==> src/core/spimsf_cfg.svh <==
`ifndef SPIMSF_CFG_SVH
`define SPIMSF_CFG_SVH

// ****************************************************************
// timing and sizing constants
// ****************************************************************
`define SPIMSF_FIFO_DEPTH 8
`define SPIMSF_CNT_W 4
`define SPIMSF_BITS_BYTE 5'h08
`define SPIMSF_BITS_WORD 5'h10
`define SPIMSF_CLK_PERIOD_NS 5
`define SPIMSF_RX_FULL_MARK 4'h8
`define SPIMSF_CFG_PPRE_LSB 0
`define SPIMSF_CFG_SPRE_LSB 2

`endif

==> src/core/spimsf_pkg.sv <==
package spimsf_pkg;

    typedef struct packed {
        logic module_enable;
        logic master_select;
        logic fifo_mode_enable;
        logic ext_clock_select;
        logic slave_select_enable;
        logic clock_polarity;
        logic clock_edge;
        logic sample_phase;
        logic word16;
        logic [1:0] irq_mode_select;
        logic irq_enable;
        logic [1:0] primary_prescale;
        logic [2:0] secondary_prescale;
    } spimsf_cfg_t;

    typedef struct packed {
        logic tx_buffer_full;
        logic rx_buffer_full;
        logic rx_overflow;
        logic irq_flag;
        logic [3:0] buffer_element_count;
        logic busy;
    } spimsf_stat_t;

    typedef enum logic [1:0] {
        SPIMSF_IDLE = 2'b00,
        SPIMSF_LOAD = 2'b01,
        SPIMSF_SHIFT = 2'b10,
        SPIMSF_DONE = 2'b11
    } spimsf_state_t;

endpackage

==> src/core/spimsf_port.sv <==
`timescale 1ns/1ps
`default_nettype none
`include "spimsf_cfg.svh"

module spimsf_port
(
    // clock and reset
    input wire logic i_clk,
    input wire logic i_arst_n,
    // configuration and software strobes
    input wire spimsf_pkg::spimsf_cfg_t i_cfg,
    input wire logic i_wr,
    input wire logic [15:0] i_wdata,
    input wire logic i_rd,
    input wire logic i_clr_ovf,
    input wire logic i_clr_irq,
    // software read side
    output logic [15:0] o_rdata,
    output spimsf_pkg::spimsf_stat_t o_stat,
    output logic o_irq,
    // serial pins
    output logic o_shift_clock_pin,
    output logic o_shift_clock_pin_oe_n,
    input wire logic i_shift_clock_pin,
    output logic o_serial_out_pin,
    output logic o_serial_out_pin_oe_n,
    input wire logic i_serial_in_pin,
    input wire logic i_slave_select_pin_n
);
    import spimsf_pkg::*;

    localparam int DEPTH = `SPIMSF_FIFO_DEPTH;

    typedef struct packed {
        logic [DEPTH-1:0][15:0] txq;
        logic [2:0] tx_wp;
        logic [2:0] tx_rp;
        logic [3:0] tx_cnt;
        logic [DEPTH-1:0][15:0] rxq;
        logic [2:0] rx_wp;
        logic [2:0] rx_rp;
        logic [3:0] rx_cnt;
        logic [15:0] sr;
        logic [15:0] sr_word;
        logic sr_full;
        logic [4:0] bit_cnt;
        logic [6:0] div_cnt;
        logic sck;
        logic sdo;
        logic sdo_oe_n;
        logic sck_oe_n;
        logic [2:0] sck_sync;
        logic [1:0] sdi_sync;
        logic [1:0] ss_sync;
        logic tbf;
        logic rbf;
        logic ovf;
        logic irq_flag;
        logic irq;
        logic [3:0] bec;
        logic busy;
        logic [15:0] rdata;
        spimsf_state_t state;
    } spimsf_st_t;

    spimsf_st_t st_r;
    spimsf_st_t st_nxt;

    logic rx_in_ready;
    logic rx_out_valid;
    logic [15:0] rx_out_data;
    logic rx_in_valid;

    // ****************************************************************
    // received words pass through a two-entry buffer that always drains, so a
    // full rx fifo drops the word and sets overflow instead of stalling
    // ****************************************************************
    assign rx_in_valid = (st_r.state == SPIMSF_DONE);

    spimsf_skid u_skid
    (
        .i_clk(i_clk),
        .i_arst_n(i_arst_n),
        .i_valid(rx_in_valid),
        .o_ready(rx_in_ready),
        .i_data(st_r.sr),
        .o_valid(rx_out_valid),
        .i_ready(1'b1),
        .o_data(rx_out_data)
    );

    // ****************************************************************
    // next-state logic
    // ****************************************************************
    always_comb
    begin
        logic [4:0] nbits;
        logic [6:0] half;
        logic ext_clk;
        logic ss_ok;
        logic sck_rise;
        logic sck_fall;
        logic lead_edge;
        logic trail_edge;
        logic shift_edge;
        logic sample_edge;
        logic tx_pop;
        logic tx_push;
        logic rx_push;
        logic rx_pop;
        logic [3:0] tx_depth;
        nbits = i_cfg.word16 ? `SPIMSF_BITS_WORD : `SPIMSF_BITS_BYTE;
        half = 7'h00;
        ext_clk = 1'b0;
        ss_ok = 1'b1;
        sck_rise = 1'b0;
        sck_fall = 1'b0;
        lead_edge = 1'b0;
        trail_edge = 1'b0;
        shift_edge = 1'b0;
        sample_edge = 1'b0;
        tx_pop = 1'b0;
        tx_push = 1'b0;
        rx_push = 1'b0;
        rx_pop = 1'b0;
        tx_depth = i_cfg.fifo_mode_enable ? 4'h8 : 4'h1;
        st_nxt = st_r;

        // clears come first so a set in the same cycle wins
        if (i_clr_ovf)
            st_nxt.ovf = 1'b0;
        if (i_clr_irq)
            st_nxt.irq_flag = 1'b0;

        // pins pass two flops before use
        st_nxt.sck_sync = {st_r.sck_sync[1:0], i_shift_clock_pin};
        st_nxt.sdi_sync = {st_r.sdi_sync[0], i_serial_in_pin};
        st_nxt.ss_sync = {st_r.ss_sync[0], i_slave_select_pin_n};

        ext_clk = !i_cfg.master_select || i_cfg.ext_clock_select;
        if (!i_cfg.master_select && i_cfg.slave_select_enable)
            ss_ok = !st_r.ss_sync[1];
        sck_rise = st_r.sck_sync[1] && !st_r.sck_sync[2];
        sck_fall = !st_r.sck_sync[1] && st_r.sck_sync[2];
        // leading edge leaves idle level
        lead_edge = i_cfg.clock_polarity ? sck_fall : sck_rise;
        trail_edge = i_cfg.clock_polarity ? sck_rise : sck_fall;

        // internal clock: half period from the two prescalers
        case (i_cfg.primary_prescale)
            2'h3: half = 7'h01;
            2'h2: half = 7'h04;
            2'h1: half = 7'h10;
            default: half = 7'h40;
        endcase
        half = 7'((32'(half) * (8 - 32'(i_cfg.secondary_prescale))) >> 1);
        if (half == 7'h00)
            half = 7'h01;

        // software write into tx path
        if (i_wr && i_cfg.module_enable && st_r.tx_cnt < tx_depth)
        begin
            tx_push = 1'b1;
            st_nxt.txq[st_r.tx_wp] = i_wdata;
            st_nxt.tx_wp = st_r.tx_wp + 3'h1;
        end

        // software read of the rx path
        if (i_rd && st_r.rx_cnt != 4'h0)
        begin
            rx_pop = 1'b1;
            st_nxt.rx_rp = st_r.rx_rp + 3'h1;
        end
        st_nxt.rdata = st_r.rxq[st_r.rx_rp];

        st_nxt.sdo_oe_n = !i_cfg.module_enable;
        st_nxt.sck_oe_n = !(i_cfg.module_enable && i_cfg.master_select && !i_cfg.ext_clock_select);

        case (st_r.state)
            SPIMSF_IDLE:
            begin
                st_nxt.sck = i_cfg.clock_polarity;
                st_nxt.div_cnt = 7'h00;
                if (i_cfg.module_enable && (st_r.tx_cnt != 4'h0 || st_r.sr_full || !i_cfg.master_select))
                    st_nxt.state = SPIMSF_LOAD;
            end
            SPIMSF_LOAD:
            begin
                if (!st_r.sr_full && st_r.tx_cnt != 4'h0)
                begin
                    tx_pop = 1'b1;
                    st_nxt.sr_word = st_r.txq[st_r.tx_rp];
                    st_nxt.tx_rp = st_r.tx_rp + 3'h1;
                    st_nxt.sr_full = 1'b1;
                end
                // reload from the held word so an abort can retry
                st_nxt.sr = tx_pop ? st_r.txq[st_r.tx_rp] : st_r.sr_word;
                st_nxt.sdo = i_cfg.word16 ? st_nxt.sr[15] : st_nxt.sr[7];
                st_nxt.bit_cnt = 5'h00;
                if (i_cfg.master_select && !tx_pop && !st_r.sr_full)
                    st_nxt.state = SPIMSF_IDLE;
                else if (ss_ok)
                    st_nxt.state = SPIMSF_SHIFT;
            end
            SPIMSF_SHIFT:
            begin
                if (!ext_clk)
                begin
                    // own pin echo must not count as a second edge
                    lead_edge = 1'b0;
                    trail_edge = 1'b0;
                    if (st_r.div_cnt + 7'h01 >= half)
                    begin
                        st_nxt.div_cnt = 7'h00;
                        st_nxt.sck = !st_r.sck;
                        lead_edge = (st_r.sck == i_cfg.clock_polarity);
                        trail_edge = !lead_edge;
                    end
                    else
                        st_nxt.div_cnt = st_r.div_cnt + 7'h01;
                end
                shift_edge = i_cfg.clock_edge ? trail_edge : lead_edge;
                sample_edge = i_cfg.clock_edge ? lead_edge : trail_edge;
                if (!ss_ok)
                    st_nxt.state = SPIMSF_LOAD;
                else
                begin
                    if (sample_edge)
                    begin
                        st_nxt.sr = {st_r.sr[14:0], st_r.sdi_sync[1]};
                        st_nxt.bit_cnt = st_r.bit_cnt + 5'h01;
                    end
                    if (shift_edge && st_r.bit_cnt != 5'h00)
                        st_nxt.sdo = i_cfg.word16 ? st_r.sr[15] : st_r.sr[7];
                    if (sample_edge && st_r.bit_cnt + 5'h01 == nbits)
                        st_nxt.state = SPIMSF_DONE;
                    // a word written before the first sample still gets loaded
                    if (!sample_edge && st_r.bit_cnt == 5'h00 && !st_r.sr_full && st_r.tx_cnt != 4'h0)
                        st_nxt.state = SPIMSF_LOAD;
                end
            end
            default:
            begin
                st_nxt.sck = i_cfg.clock_polarity;
                if (rx_in_ready)
                begin
                    st_nxt.sr_full = 1'b0;
                    st_nxt.state = SPIMSF_IDLE;
                end
            end
        endcase

        // serial output floats when deselected
        if (!ss_ok)
            st_nxt.sdo_oe_n = 1'b1;

        // rx fifo fill from the buffer
        if (rx_out_valid)
        begin
            if (st_r.rx_cnt == `SPIMSF_RX_FULL_MARK || (tx_depth == 4'h1 && st_r.rx_cnt != 4'h0 && !rx_pop))
            begin
                st_nxt.ovf = 1'b1;
                st_nxt.irq_flag = 1'b1;
            end
            else
            begin
                rx_push = 1'b1;
                st_nxt.rxq[st_r.rx_wp] = rx_out_data;
                st_nxt.rx_wp = st_r.rx_wp + 3'h1;
                if (i_cfg.irq_mode_select != 2'h3 || st_r.rx_cnt + 4'h1 == tx_depth)
                    st_nxt.irq_flag = 1'b1;
            end
        end
        st_nxt.tx_cnt = st_r.tx_cnt + {3'h0, tx_push} - {3'h0, tx_pop};
        st_nxt.rx_cnt = st_r.rx_cnt + {3'h0, rx_push} - {3'h0, rx_pop};

        // tx full: slave with select in non-fifo mode holds it until shift completes
        if (!i_cfg.master_select && i_cfg.slave_select_enable && tx_depth == 4'h1)
            st_nxt.tbf = (st_nxt.tx_cnt != 4'h0) || st_nxt.sr_full;
        else
            st_nxt.tbf = (st_nxt.tx_cnt >= tx_depth);
        if (i_cfg.fifo_mode_enable && st_nxt.tx_cnt == 4'h8 && tx_push)
            st_nxt.irq_flag = 1'b1;
        st_nxt.rbf = (st_nxt.rx_cnt >= tx_depth);

        st_nxt.irq = st_nxt.irq_flag && i_cfg.irq_enable;
        if (!i_cfg.module_enable)
            st_nxt.state = SPIMSF_IDLE;
        st_nxt.bec = i_cfg.master_select ? st_nxt.tx_cnt : st_nxt.rx_cnt;
        st_nxt.busy = (st_nxt.state != SPIMSF_IDLE);
    end

    always_ff @(posedge i_clk or negedge i_arst_n)
    begin
        if (!i_arst_n)
        begin
            st_r <= '0;
            st_r.sdo_oe_n <= 1'b1;
            st_r.sck_oe_n <= 1'b1;
            st_r.ss_sync <= 2'b11;
        end
        else
            st_r <= st_nxt;
    end

    // ****************************************************************
    // outputs straight from flops
    // ****************************************************************
    assign o_rdata = st_r.rdata;
    assign o_irq = st_r.irq;
    assign o_shift_clock_pin = st_r.sck;
    assign o_shift_clock_pin_oe_n = st_r.sck_oe_n;
    assign o_serial_out_pin = st_r.sdo;
    assign o_serial_out_pin_oe_n = st_r.sdo_oe_n;
    assign o_stat.tx_buffer_full = st_r.tbf;
    assign o_stat.rx_buffer_full = st_r.rbf;
    assign o_stat.rx_overflow = st_r.ovf;
    assign o_stat.irq_flag = st_r.irq_flag;
    assign o_stat.buffer_element_count = st_r.bec;
    assign o_stat.busy = st_r.busy;

    // ****************************************************************
    // checks
    // ****************************************************************
    a_irq_sticky: assert property (@(posedge i_clk) disable iff (!i_arst_n)
        st_r.irq_flag && !i_clr_irq |=> st_r.irq_flag) else $error("irq flag self-cleared");
    a_ovf_sets_irq: assert property (@(posedge i_clk) disable iff (!i_arst_n)
        $rose(st_r.ovf) |-> st_r.irq_flag) else $error("overflow without irq");
    a_ss_tristate: assert property (@(posedge i_clk) disable iff (!i_arst_n)
        !i_cfg.master_select && i_cfg.slave_select_enable && st_r.ss_sync[1] |=> st_r.sdo_oe_n)
        else $error("output driven while deselected");
    a_tx_cap: assert property (@(posedge i_clk) disable iff (!i_arst_n)
        st_r.tx_cnt <= 4'h8) else $error("tx count past eight");
    a_rx_cap: assert property (@(posedge i_clk) disable iff (!i_arst_n)
        st_r.rx_cnt <= 4'h8) else $error("rx count past eight");
    a_rd_empty: assert property (@(posedge i_clk) disable iff (!i_arst_n)
        i_rd && st_r.rx_cnt == 4'h0 |=> $stable(st_r.rx_rp)) else $error("read advanced past last");
    a_tbf_fifo: assert property (@(posedge i_clk) disable iff (!i_arst_n)
        i_cfg.fifo_mode_enable && st_r.tx_cnt == 4'h8 |-> st_r.tbf) else $error("tx full missing");
    a_sck_idle: assert property (@(posedge i_clk) disable iff (!i_arst_n)
        st_r.state == SPIMSF_IDLE ##1 st_r.state == SPIMSF_IDLE |-> st_r.sck == $past(i_cfg.clock_polarity))
        else $error("clock not idle level");
endmodule // spimsf_port

`default_nettype wire

==> src/core/spimsf_skid.sv <==
`timescale 1ns/1ps
`default_nettype none

// two-entry buffer in the received-data path
module spimsf_skid
(
    // clock and reset
    input wire logic i_clk,
    input wire logic i_arst_n,
    // fill side
    input wire logic i_valid,
    output logic o_ready,
    input wire logic [15:0] i_data,
    // drain side
    output logic o_valid,
    input wire logic i_ready,
    output logic [15:0] o_data
);
    import spimsf_pkg::*;

    typedef struct packed {
        logic [1:0][15:0] mem;
        logic wp;
        logic rp;
        logic [1:0] cnt;
    } spimsf_skid_st_t;

    spimsf_skid_st_t st_r;
    spimsf_skid_st_t st_nxt;
    logic push;
    logic pop;

    assign o_ready = (st_r.cnt != 2'h2);
    assign o_valid = (st_r.cnt != 2'h0);
    assign o_data = st_r.mem[st_r.rp];
    assign push = i_valid && o_ready;
    assign pop = o_valid && i_ready;

    always_comb
    begin
        st_nxt = st_r;
        if (push)
        begin
            st_nxt.mem[st_r.wp] = i_data;
            st_nxt.wp = ~st_r.wp;
        end
        if (pop)
            st_nxt.rp = ~st_r.rp;
        st_nxt.cnt = st_r.cnt + {1'b0, push} - {1'b0, pop};
    end

    always_ff @(posedge i_clk or negedge i_arst_n)
    begin
        if (!i_arst_n)
            st_r <= '0;
        else
            st_r <= st_nxt;
    end
endmodule // spimsf_skid

`default_nettype wire

==> config.mk <==
export PLATFORM = sky130hd
export DESIGN_NAME = spimsf_port
export DESIGN_NICKNAME = d
export VERILOG_FILES = /design/src/core/spimsf_pkg.sv /design/src/core/spimsf_port.sv /design/src/core/spimsf_skid.sv
export VERILOG_INCLUDE_DIRS = /design/src /design/src/core
export SDC_FILE = /design/constraint.sdc
export NUM_CORES = 1
export LEC_CHECK = 0
export BUFFER_PORTS_ARGS = -buffer_cell sky130_fd_sc_hd__buf_4
export CAP_MARGIN = 20
export CORE_ASPECT_RATIO = 1.25
export CORE_UTILIZATION = 45
export DETAILED_ROUTE_END_ITERATION = 10
export HOLD_SLACK_MARGIN = 0.05
export PLACE_DENSITY = 0.67
export SYNTH_ARGS = -nofsm -noshare
export SYNTH_HDL_FRONTEND = slang
export SYNTH_SLANG_ARGS = --single-unit
==> constraint.sdc <==
create_clock -name i_clk -period 8.6 [get_ports i_clk]
set_input_delay 1.72 -clock i_clk [delete_from_list [all_inputs] [get_ports i_clk]]
set_output_delay 1.72 -clock i_clk [all_outputs]
set_load 0.03 [all_outputs]
==> impl_metrics.yaml, run 1 <==
critical_path:
  timing.reg2reg.worst_path_depth: 15
  number_of_buffer_and_inverter_instances_along_the_worst_setup_path: 4
  worstPathCellList: "buf_4, inv_1, ha_1, and2_1, ha_1, inv_1, fa_1, inv_1, ha_1, a21oi_1, nor2_1, xnor2_1, xnor2_1, nand4_1, nand2_1, ha_1, nand2b_1, a31oi_1, o211ai_1, a31o_2, o21ai_0, a22o_1"
  critical-path-top-cell-by-count: "sky130_fd_sc_hd__ha_1"
  critPathSlowestCell: "sky130_fd_sc_hd__a31o_2"
  cp_max_fo: 35
  cp_data_arrival_time_ns: 5.82
  cp_top_family: "compound AO/OA/AOI/OAI gates"
  criticalPathCategory: "in -> reg"
  critical_path_depth: 22
  timing.critical_path.required_ns: 9.02
  worstSetupStartpointType: "primary input"
  critPathMaxStageDelay_ns: 0.65
  endpoint_kind: "register"
cells_and_area:
  final_layout_size_suffix_gt1_share_pct: 26.9
  finish.instance_area_mm2: 0.0205
  syn_to_final_growth_pct: 12.4
  nFillCells: 3438
  diodes: 0
  layout.nets: 1575
global_routing:
  grt.met1_usage_pct: 22.5
  global_route.peak_usage_layer: "met2"
  grt_start_max_net_pins: 196
  grt.overflow.total: 0
  antenna_found_initial: 0
  gr-usage-all-layers_pct: 17.9
  met3_usage_pct: 2.50
  grt_pass1_vias: 11393
  grt_pass1_wl_um: 59000
  grt_util_met2_pct: 32.1
die:
  io_pins: 72
  die_h_um: 227
  die_x_um: 182
  placement_rows: 82
  starting_density_of_the_core_pct: 45.5
  fp.coreArea_mm2: 0.0400
  dieArea_mm2: 0.0413
synthesis:
  synth_edf_count: 0
  yosys.cell_count.top_type: "sky130_fd_sc_hd__dfrtp_1"
  synth_area_leaders: "sky130_fd_sc_hd__dfrtp_1, sky130_fd_sc_hd__mux2_2, sky130_fd_sc_hd__mux4_2, sky130_fd_sc_hd__a21oi_1, sky130_fd_sc_hd__nor2_1"
  synth_warnings: 0
  ys_seq_elements: 396
  yosysSeqAreaShare_pct: 54.4
  ys.flop_type: "sky130_fd_sc_hd__dfrtp_1"
  synthCells: 1463
  async_flop_share_pct: 100
  syn-num-nets: 1550
  synth_area_per_cell_um2: 12.5
  post-synth-top-area-cell: "sky130_fd_sc_hd__dfrtp_1"
  synth_largest_type_area_fraction_pct: 53.8
  distinct_cell_type_count_after_synthesis: 62
  synth.cells.most_frequent: "sky130_fd_sc_hd__dfrtp_1, sky130_fd_sc_hd__mux2_2, sky130_fd_sc_hd__a21oi_1, sky130_fd_sc_hd__nor2_1, sky130_fd_sc_hd__nand2_1"
  synth.cell_area_mm2: 0.0182
route:
  drt_first_iter_violations: 486
  routed_wl_um: 35400
  via_count: 11094
  detail-route-antenna-nets: 0
  drc: 0
  drt-wirelength-per-cell_um: 17.5
  drtPass1Iterations: 5
  via_per_inst: 5.48
clocking:
  cts_hold_buffers: 0
  ctsResizeCount: 0
  cts_htree_levels: 2
  clock_tree.root_cell: "sky130_fd_sc_hd__clkbuf_16"
  cts_tree: "built"
  clock_path_buffers: 3
  numCtsBuffers: 42
  cts_post_setup_buffers_inserted: 0
  numClockSinks: 396
  clk_pin_slew_worst_paths_ns: 0.06
  worst_skew_pair.late_latency_ns: 0.54
placed_design:
  routabilityCongestion: 0.761
  hpwl_um: 22000
  io_buffers: 70
  post_dp_cell_area_mm2: 0.0190
hold_path:
  hold_path_class: "reg -> reg"
  hold_path_depth: 0
sta:
  setup_viol: 0
  slew_headroom_pct: 25.7
  min_period_ns: 5.40
  rsz_0062_raised_after_global_routing: "false"
  fin_tns_setup_ns: 0
  final_hold_viol_count: 0
  worst-slew-pin-transition_ns: 1.11
  fin_hold_ws_ns: 0.357
  timing.final.crit_share_pct: 62.8
  timing.final.max_slew_violations: 0
  worst_clock_skew_on_the_final_layout_ns: 0.0199
  maxClockFrequency_ghz: 0.185
power:
  power_w: 0.00738
  internal_power_w: 0.00494
  switchingPower_w: 0.00244
  fraction_of_power_consumed_by_sequential_logic_pct: 41.9
  power.clock.fraction_pct: 24.4
  power_density_mw_per_mm2: 360
  max-vdd-ir-drop_uv: 181
  power.share.combinational_pct: 33.6
  netSwitchingFraction_pct: 33.1
  static-leakage-power_nw: 9.31
status:
  run_status: "finished clean"
run:
  max_capacitance_violation_total: 0
## power by group through the flow
stage	clock network, W	registers, W	logic [W]
after global routing	0.00193	0.00319	0.00275
final	0.00180	0.00310	0.00248
after detailed placement	0	0.00313	0.00249
after global placement	0	0.00308	0.00242
after floorplan	0	0.00290	0.00209
after CTS	0.00185	0.00310	0.00252
## through the flow
| stage | worst slack [ns] | std cells | utilization (%) |
|---|---|---|---|
| 2_1_floorplan | 3.36 | 1463 | - |
| 3_3_place_gp | 2.77 | 1945 | 47.5 |
| 3_5_place_dp | 2.65 | 1945 | 47.5 |
| 4_1_cts | 3.22 | 2020 | 51.0 |
| 5_1_grt | 2.86 | 2023 | 51.2 |
| 6_report | 3.20 | 2023 | 51.2 |
## cell usage in the layout, fill, tap and decap left out, drive strengths merged, types with 4 or more instances in the layout
cell type	count
dfrtp	392
mux2	186
a21oi	158
nor2	155
buf	91
nand2	72
mux4	64
clkbuf	60
o21ai	45
ha	41
mux2i	37
inv	35
a211oi	16
xnor2	13
xor2	13
clkinv	12
and2	11
nand3	11
nor3	9
nor2b	8
nand2b	7
a31oi	6
a22o	6
or3	5
a21o	5
nor3b	5
nand4	4
fa	4
dfstp	4
## sequential cells by signal, indices dropped and copies added (netlist names)
name	flops
o_serial_out_pin_oe_n	1
o_shift_clock_pin_oe_n	1
o_irq	1
o_stat	9
o_serial_out_pin	1
st_r	326
o_shift_clock_pin	1
o_rdata	16
u_skid.st_r	36
st_nxt	4
## cell families after synthesis
family | count (synthesis) | synth area share, %
AO/OA/AOI/OAI | 260 | 8.14
XOR/XNOR | 26 | 1.25
adder cells (fa/ha/maj) | 45 | 3.25
buffers and inverters | 145 | 3.74
flip-flops | 396 | 54.4
multiplexers | 287 | 21.4
AND/OR/NAND/NOR | 304 | 7.77
## cell type report
class                      instances  area (µm²)  share of cell area, %
clock inverter                    15         176                  0.862
inverter                          35         131                  0.642
multi-input combinational        922        7660                   37.4
timing repair buffer              91         738                   3.61
sequential                       396        9920                   48.4
clock buffer                      60        1220                   5.96
tap                              504         631                   3.08
## layer usage
layer / wire length (µm) / share of wire (%)
met2: 18400 / 52
met5: 0 / 0
met3: 1070 / 3.0
met1: 15300 / 43
met4: 691 / 1.9
## final timing paths
kind	from	end	slack [ns]
max	i_cfg[0]	st_r[48]	3.20
min	st_nxt[29]	st_r[29]	0.36
max reg2reg	st_r[224]	o_stat[8]	4.51
min reg2reg	st_nxt[29]	st_r[29]	0.36
max in group asynchronous	i_arst_n	st_r[226]	5.81
min in group asynchronous	i_arst_n	st_r[207]	1.27
No activity file was read; power rests on OpenSTA's default activity.
==> inputs of run 2 (changes only) <==
==> constraint.sdc (replaced) <==
create_clock -name i_clk -period 5.1 [get_ports i_clk]
set_input_delay 1.02 -clock i_clk [delete_from_list [all_inputs] [get_ports i_clk]]
set_output_delay 1.02 -clock i_clk [all_outputs]
set_load 0.03 [all_outputs]
==> impl_metrics.yaml, run 2 (synthesis gave the netlist of run 1 again) <==
status:
  run_status: "finished clean"
route:
  drt_first_iter_violations: 589
  detail-route-antenna-nets: 0
  drtPass1Iterations: 7
  via_count: 11147
  drc: 0
  routed_wl_um: 36100
  via_per_inst: 5.49
  drt-wirelength-per-cell_um: 17.8
clocking:
  worst_skew_pair.late_latency_ns: 0.55
  clock_tree.root_cell: "sky130_fd_sc_hd__clkbuf_16"
  numClockSinks: 396
  clk_pin_slew_worst_paths_ns: 0.06
  cts_tree: "built"
  cts_hold_buffers: 0
  cts_htree_levels: 2
  cts_post_setup_buffers_inserted: 0
  numCtsBuffers: 42
  ctsResizeCount: 0
  clock_path_buffers: 3
die:
  fp.coreArea_mm2: 0.0400
  placement_rows: 82
  die_h_um: 227
  dieArea_mm2: 0.0413
  io_pins: 72
  starting_density_of_the_core_pct: 45.5
  die_x_um: 182
global_routing:
  grt.met1_usage_pct: 24.0
  met3_usage_pct: 2.70
  grt_util_met2_pct: 33.0
  global_route.peak_usage_layer: "met2"
  grt.overflow.total: 0
  grt_pass1_vias: 11809
  antenna_found_initial: 0
  gr-usage-all-layers_pct: 18.6
  grt_pass1_wl_um: 61700
  grt_start_max_net_pins: 104
critical_path:
  rr_endpoint: "o_stat[8]"
  worst_r2r_startpoint: "st_r[224]"
  critical_path_depth: 23
  worstSetupStartpointType: "primary input"
  endpoint_kind: "register"
  critical-path-top-cell-by-count: "sky130_fd_sc_hd__ha_1"
  worstPathCellList: "buf_4, inv_1, ha_1, and2_1, ha_1, inv_1, fa_1, inv_1, ha_1, a21oi_1, nor2_1, xnor2_1, xnor2_1, nand4_1, nand2_1, ha_1, nand2b_1, a31oi_1, o211ai_1, a31o_2, buf_4, nor2_1, a21oi_1"
  criticalPathCategory: "in -> reg"
  timing.reg2reg.worst_path_depth: 14
  number_of_buffer_and_inverter_instances_along_the_worst_setup_path: 5
  cp_max_fo: 32
  cp_top_family: "adder cells"
  cp_data_arrival_time_ns: 4.92
  regToRegSetupSlack_ns: 1.29
  critPathSlowestCell: "sky130_fd_sc_hd__fa_1"
  timing.critical_path.required_ns: 5.52
  critPathMaxStageDelay_ns: 0.48
cells_and_area:
  largest_reg_flops: 326
  diodes: 0
  layout.nets: 1582
  nFillCells: 3456
  final_layout_size_suffix_gt1_share_pct: 27.0
  ff_latch_area_mm2: 0.00992
  mostFrequentLayoutCells: "sky130_fd_sc_hd__dfrtp_1, sky130_fd_sc_hd__mux2_2, sky130_fd_sc_hd__a21oi_1"
  max_flop_register: "st_r"
  fin_cells: 2029
  multi_input_gate_area_in_the_final_layout_mm2: 0.00766
  syn_to_final_growth_pct: 12.6
  mostFrequentLayoutCell: "sky130_fd_sc_hd__dfrtp_1"
placed_design:
  placed_cells_incl_taps: 1955
  hpwl_um: 22900
  routabilityCongestion: 0.766
  io_buffers: 70
sta:
  setup_viol: 0
  final_hold_viol_count: 0
  rsz_0062_raised_after_global_routing: "false"
  min_period_ns: 4.50
  worst-slew-pin-transition_ns: 0.971
  fin_hold_ws_ns: 0.356
  slew_headroom_pct: 35.3
  fin_tns_setup_ns: 0
  worst_clock_skew_on_the_final_layout_ns: 0.0193
  timing.final.crit_share_pct: 88.1
  timing.final.max_slew_violations: 0
  maxClockFrequency_ghz: 0.222
power:
  internal_power_w: 0.00831
  static-leakage-power_nw: 9.33
  power.share.combinational_pct: 33.1
  max-vdd-ir-drop_uv: 395
  switchingPower_w: 0.00417
  fraction_of_power_consumed_by_sequential_logic_pct: 42.5
  power_density_mw_per_mm2: 608
  power.clock.fraction_pct: 24.4
  netSwitchingFraction_pct: 33.4
hold_path:
  min_to: "st_r[29]"
  hold_path.startpoint: "st_nxt[29]"
  hold_path_class: "reg -> reg"
  hold_path_depth: 0
run:
  max_capacitance_violation_total: 0
==> run 2: final cells by class <==
class,instances,share of cell area (%)
clock buffers,62,5.88
clock inverters,12,0.921
inverters,35,0.640
multi-input cells,922,37.3
flip-flops and latches,396,48.3
well taps,504,3.07
repair buffers,98,3.81
==> run 2: worst max path at each step <==
stage	to	startpoint	slack (ns)
final	st_r[76]	i_cfg[0]	0.60
after global routing	st_r[71]	i_cfg[0]	0.26
after CTS	st_r[71]	i_cfg[0]	0.63
after detailed placement	st_r[69]	i_cfg[0]	0.1
after global placement	st_r[78]	i_cfg[0]	0.18
after floorplan	st_r[46]	i_cfg[0]	0.56
==> run 2: power groups by stage <==
stage | clock (W) | sequential (W) | combinational [W]
floorplan | 0 | 0.00488 | 0.00353
global route | 0.00325 | 0.00548 | 0.00459
finish | 0.00304 | 0.00530 | 0.00413
detailed placement | 0 | 0.00536 | 0.00416
global placement | 0 | 0.00528 | 0.00403
CTS | 0.00314 | 0.00531 | 0.00419
==> run 2: metal layers <==
layer	share of wire [%]	up-vias
li1	-	5261
met1	44	5670
met2	51	161
met3	3.1	55
met4	1.8	0
met5	0	-
==> run 2: worst register-to-register path, stage by stage (launching register included) <==
cell	delay [ns]
sky130_fd_sc_hd__dfrtp_1	0.41
sky130_fd_sc_hd__inv_1	0.09
sky130_fd_sc_hd__ha_1	0.14
sky130_fd_sc_hd__nor3b_1	0.50
sky130_fd_sc_hd__nor2_2	0.05
sky130_fd_sc_hd__buf_4	0.25
sky130_fd_sc_hd__and2_1	0.21
sky130_fd_sc_hd__ha_1	0.27
sky130_fd_sc_hd__inv_1	0.04
sky130_fd_sc_hd__ha_1	0.20
sky130_fd_sc_hd__fa_1	0.39
sky130_fd_sc_hd__xor2_1	0.21
sky130_fd_sc_hd__or4b_2	0.62
sky130_fd_sc_hd__a211oi_1	0.25
sky130_fd_sc_hd__a21oi_1	0.06
==> run 2: through the flow <==
step	power [W]	utilization, %	worst slack (ns)	cell area, µm²
5_1_grt	0.0133	51.3	0.262	20500
6_report	0.0125	51.3	0.604	20500
3_3_place_gp	0.00931	47.8	0.178	19100
3_5_place_dp	0.00953	47.8	0.0969	19100
4_1_cts	0.0126	51.3	0.628	20500
2_1_floorplan	0.00842	-	0.560	18200
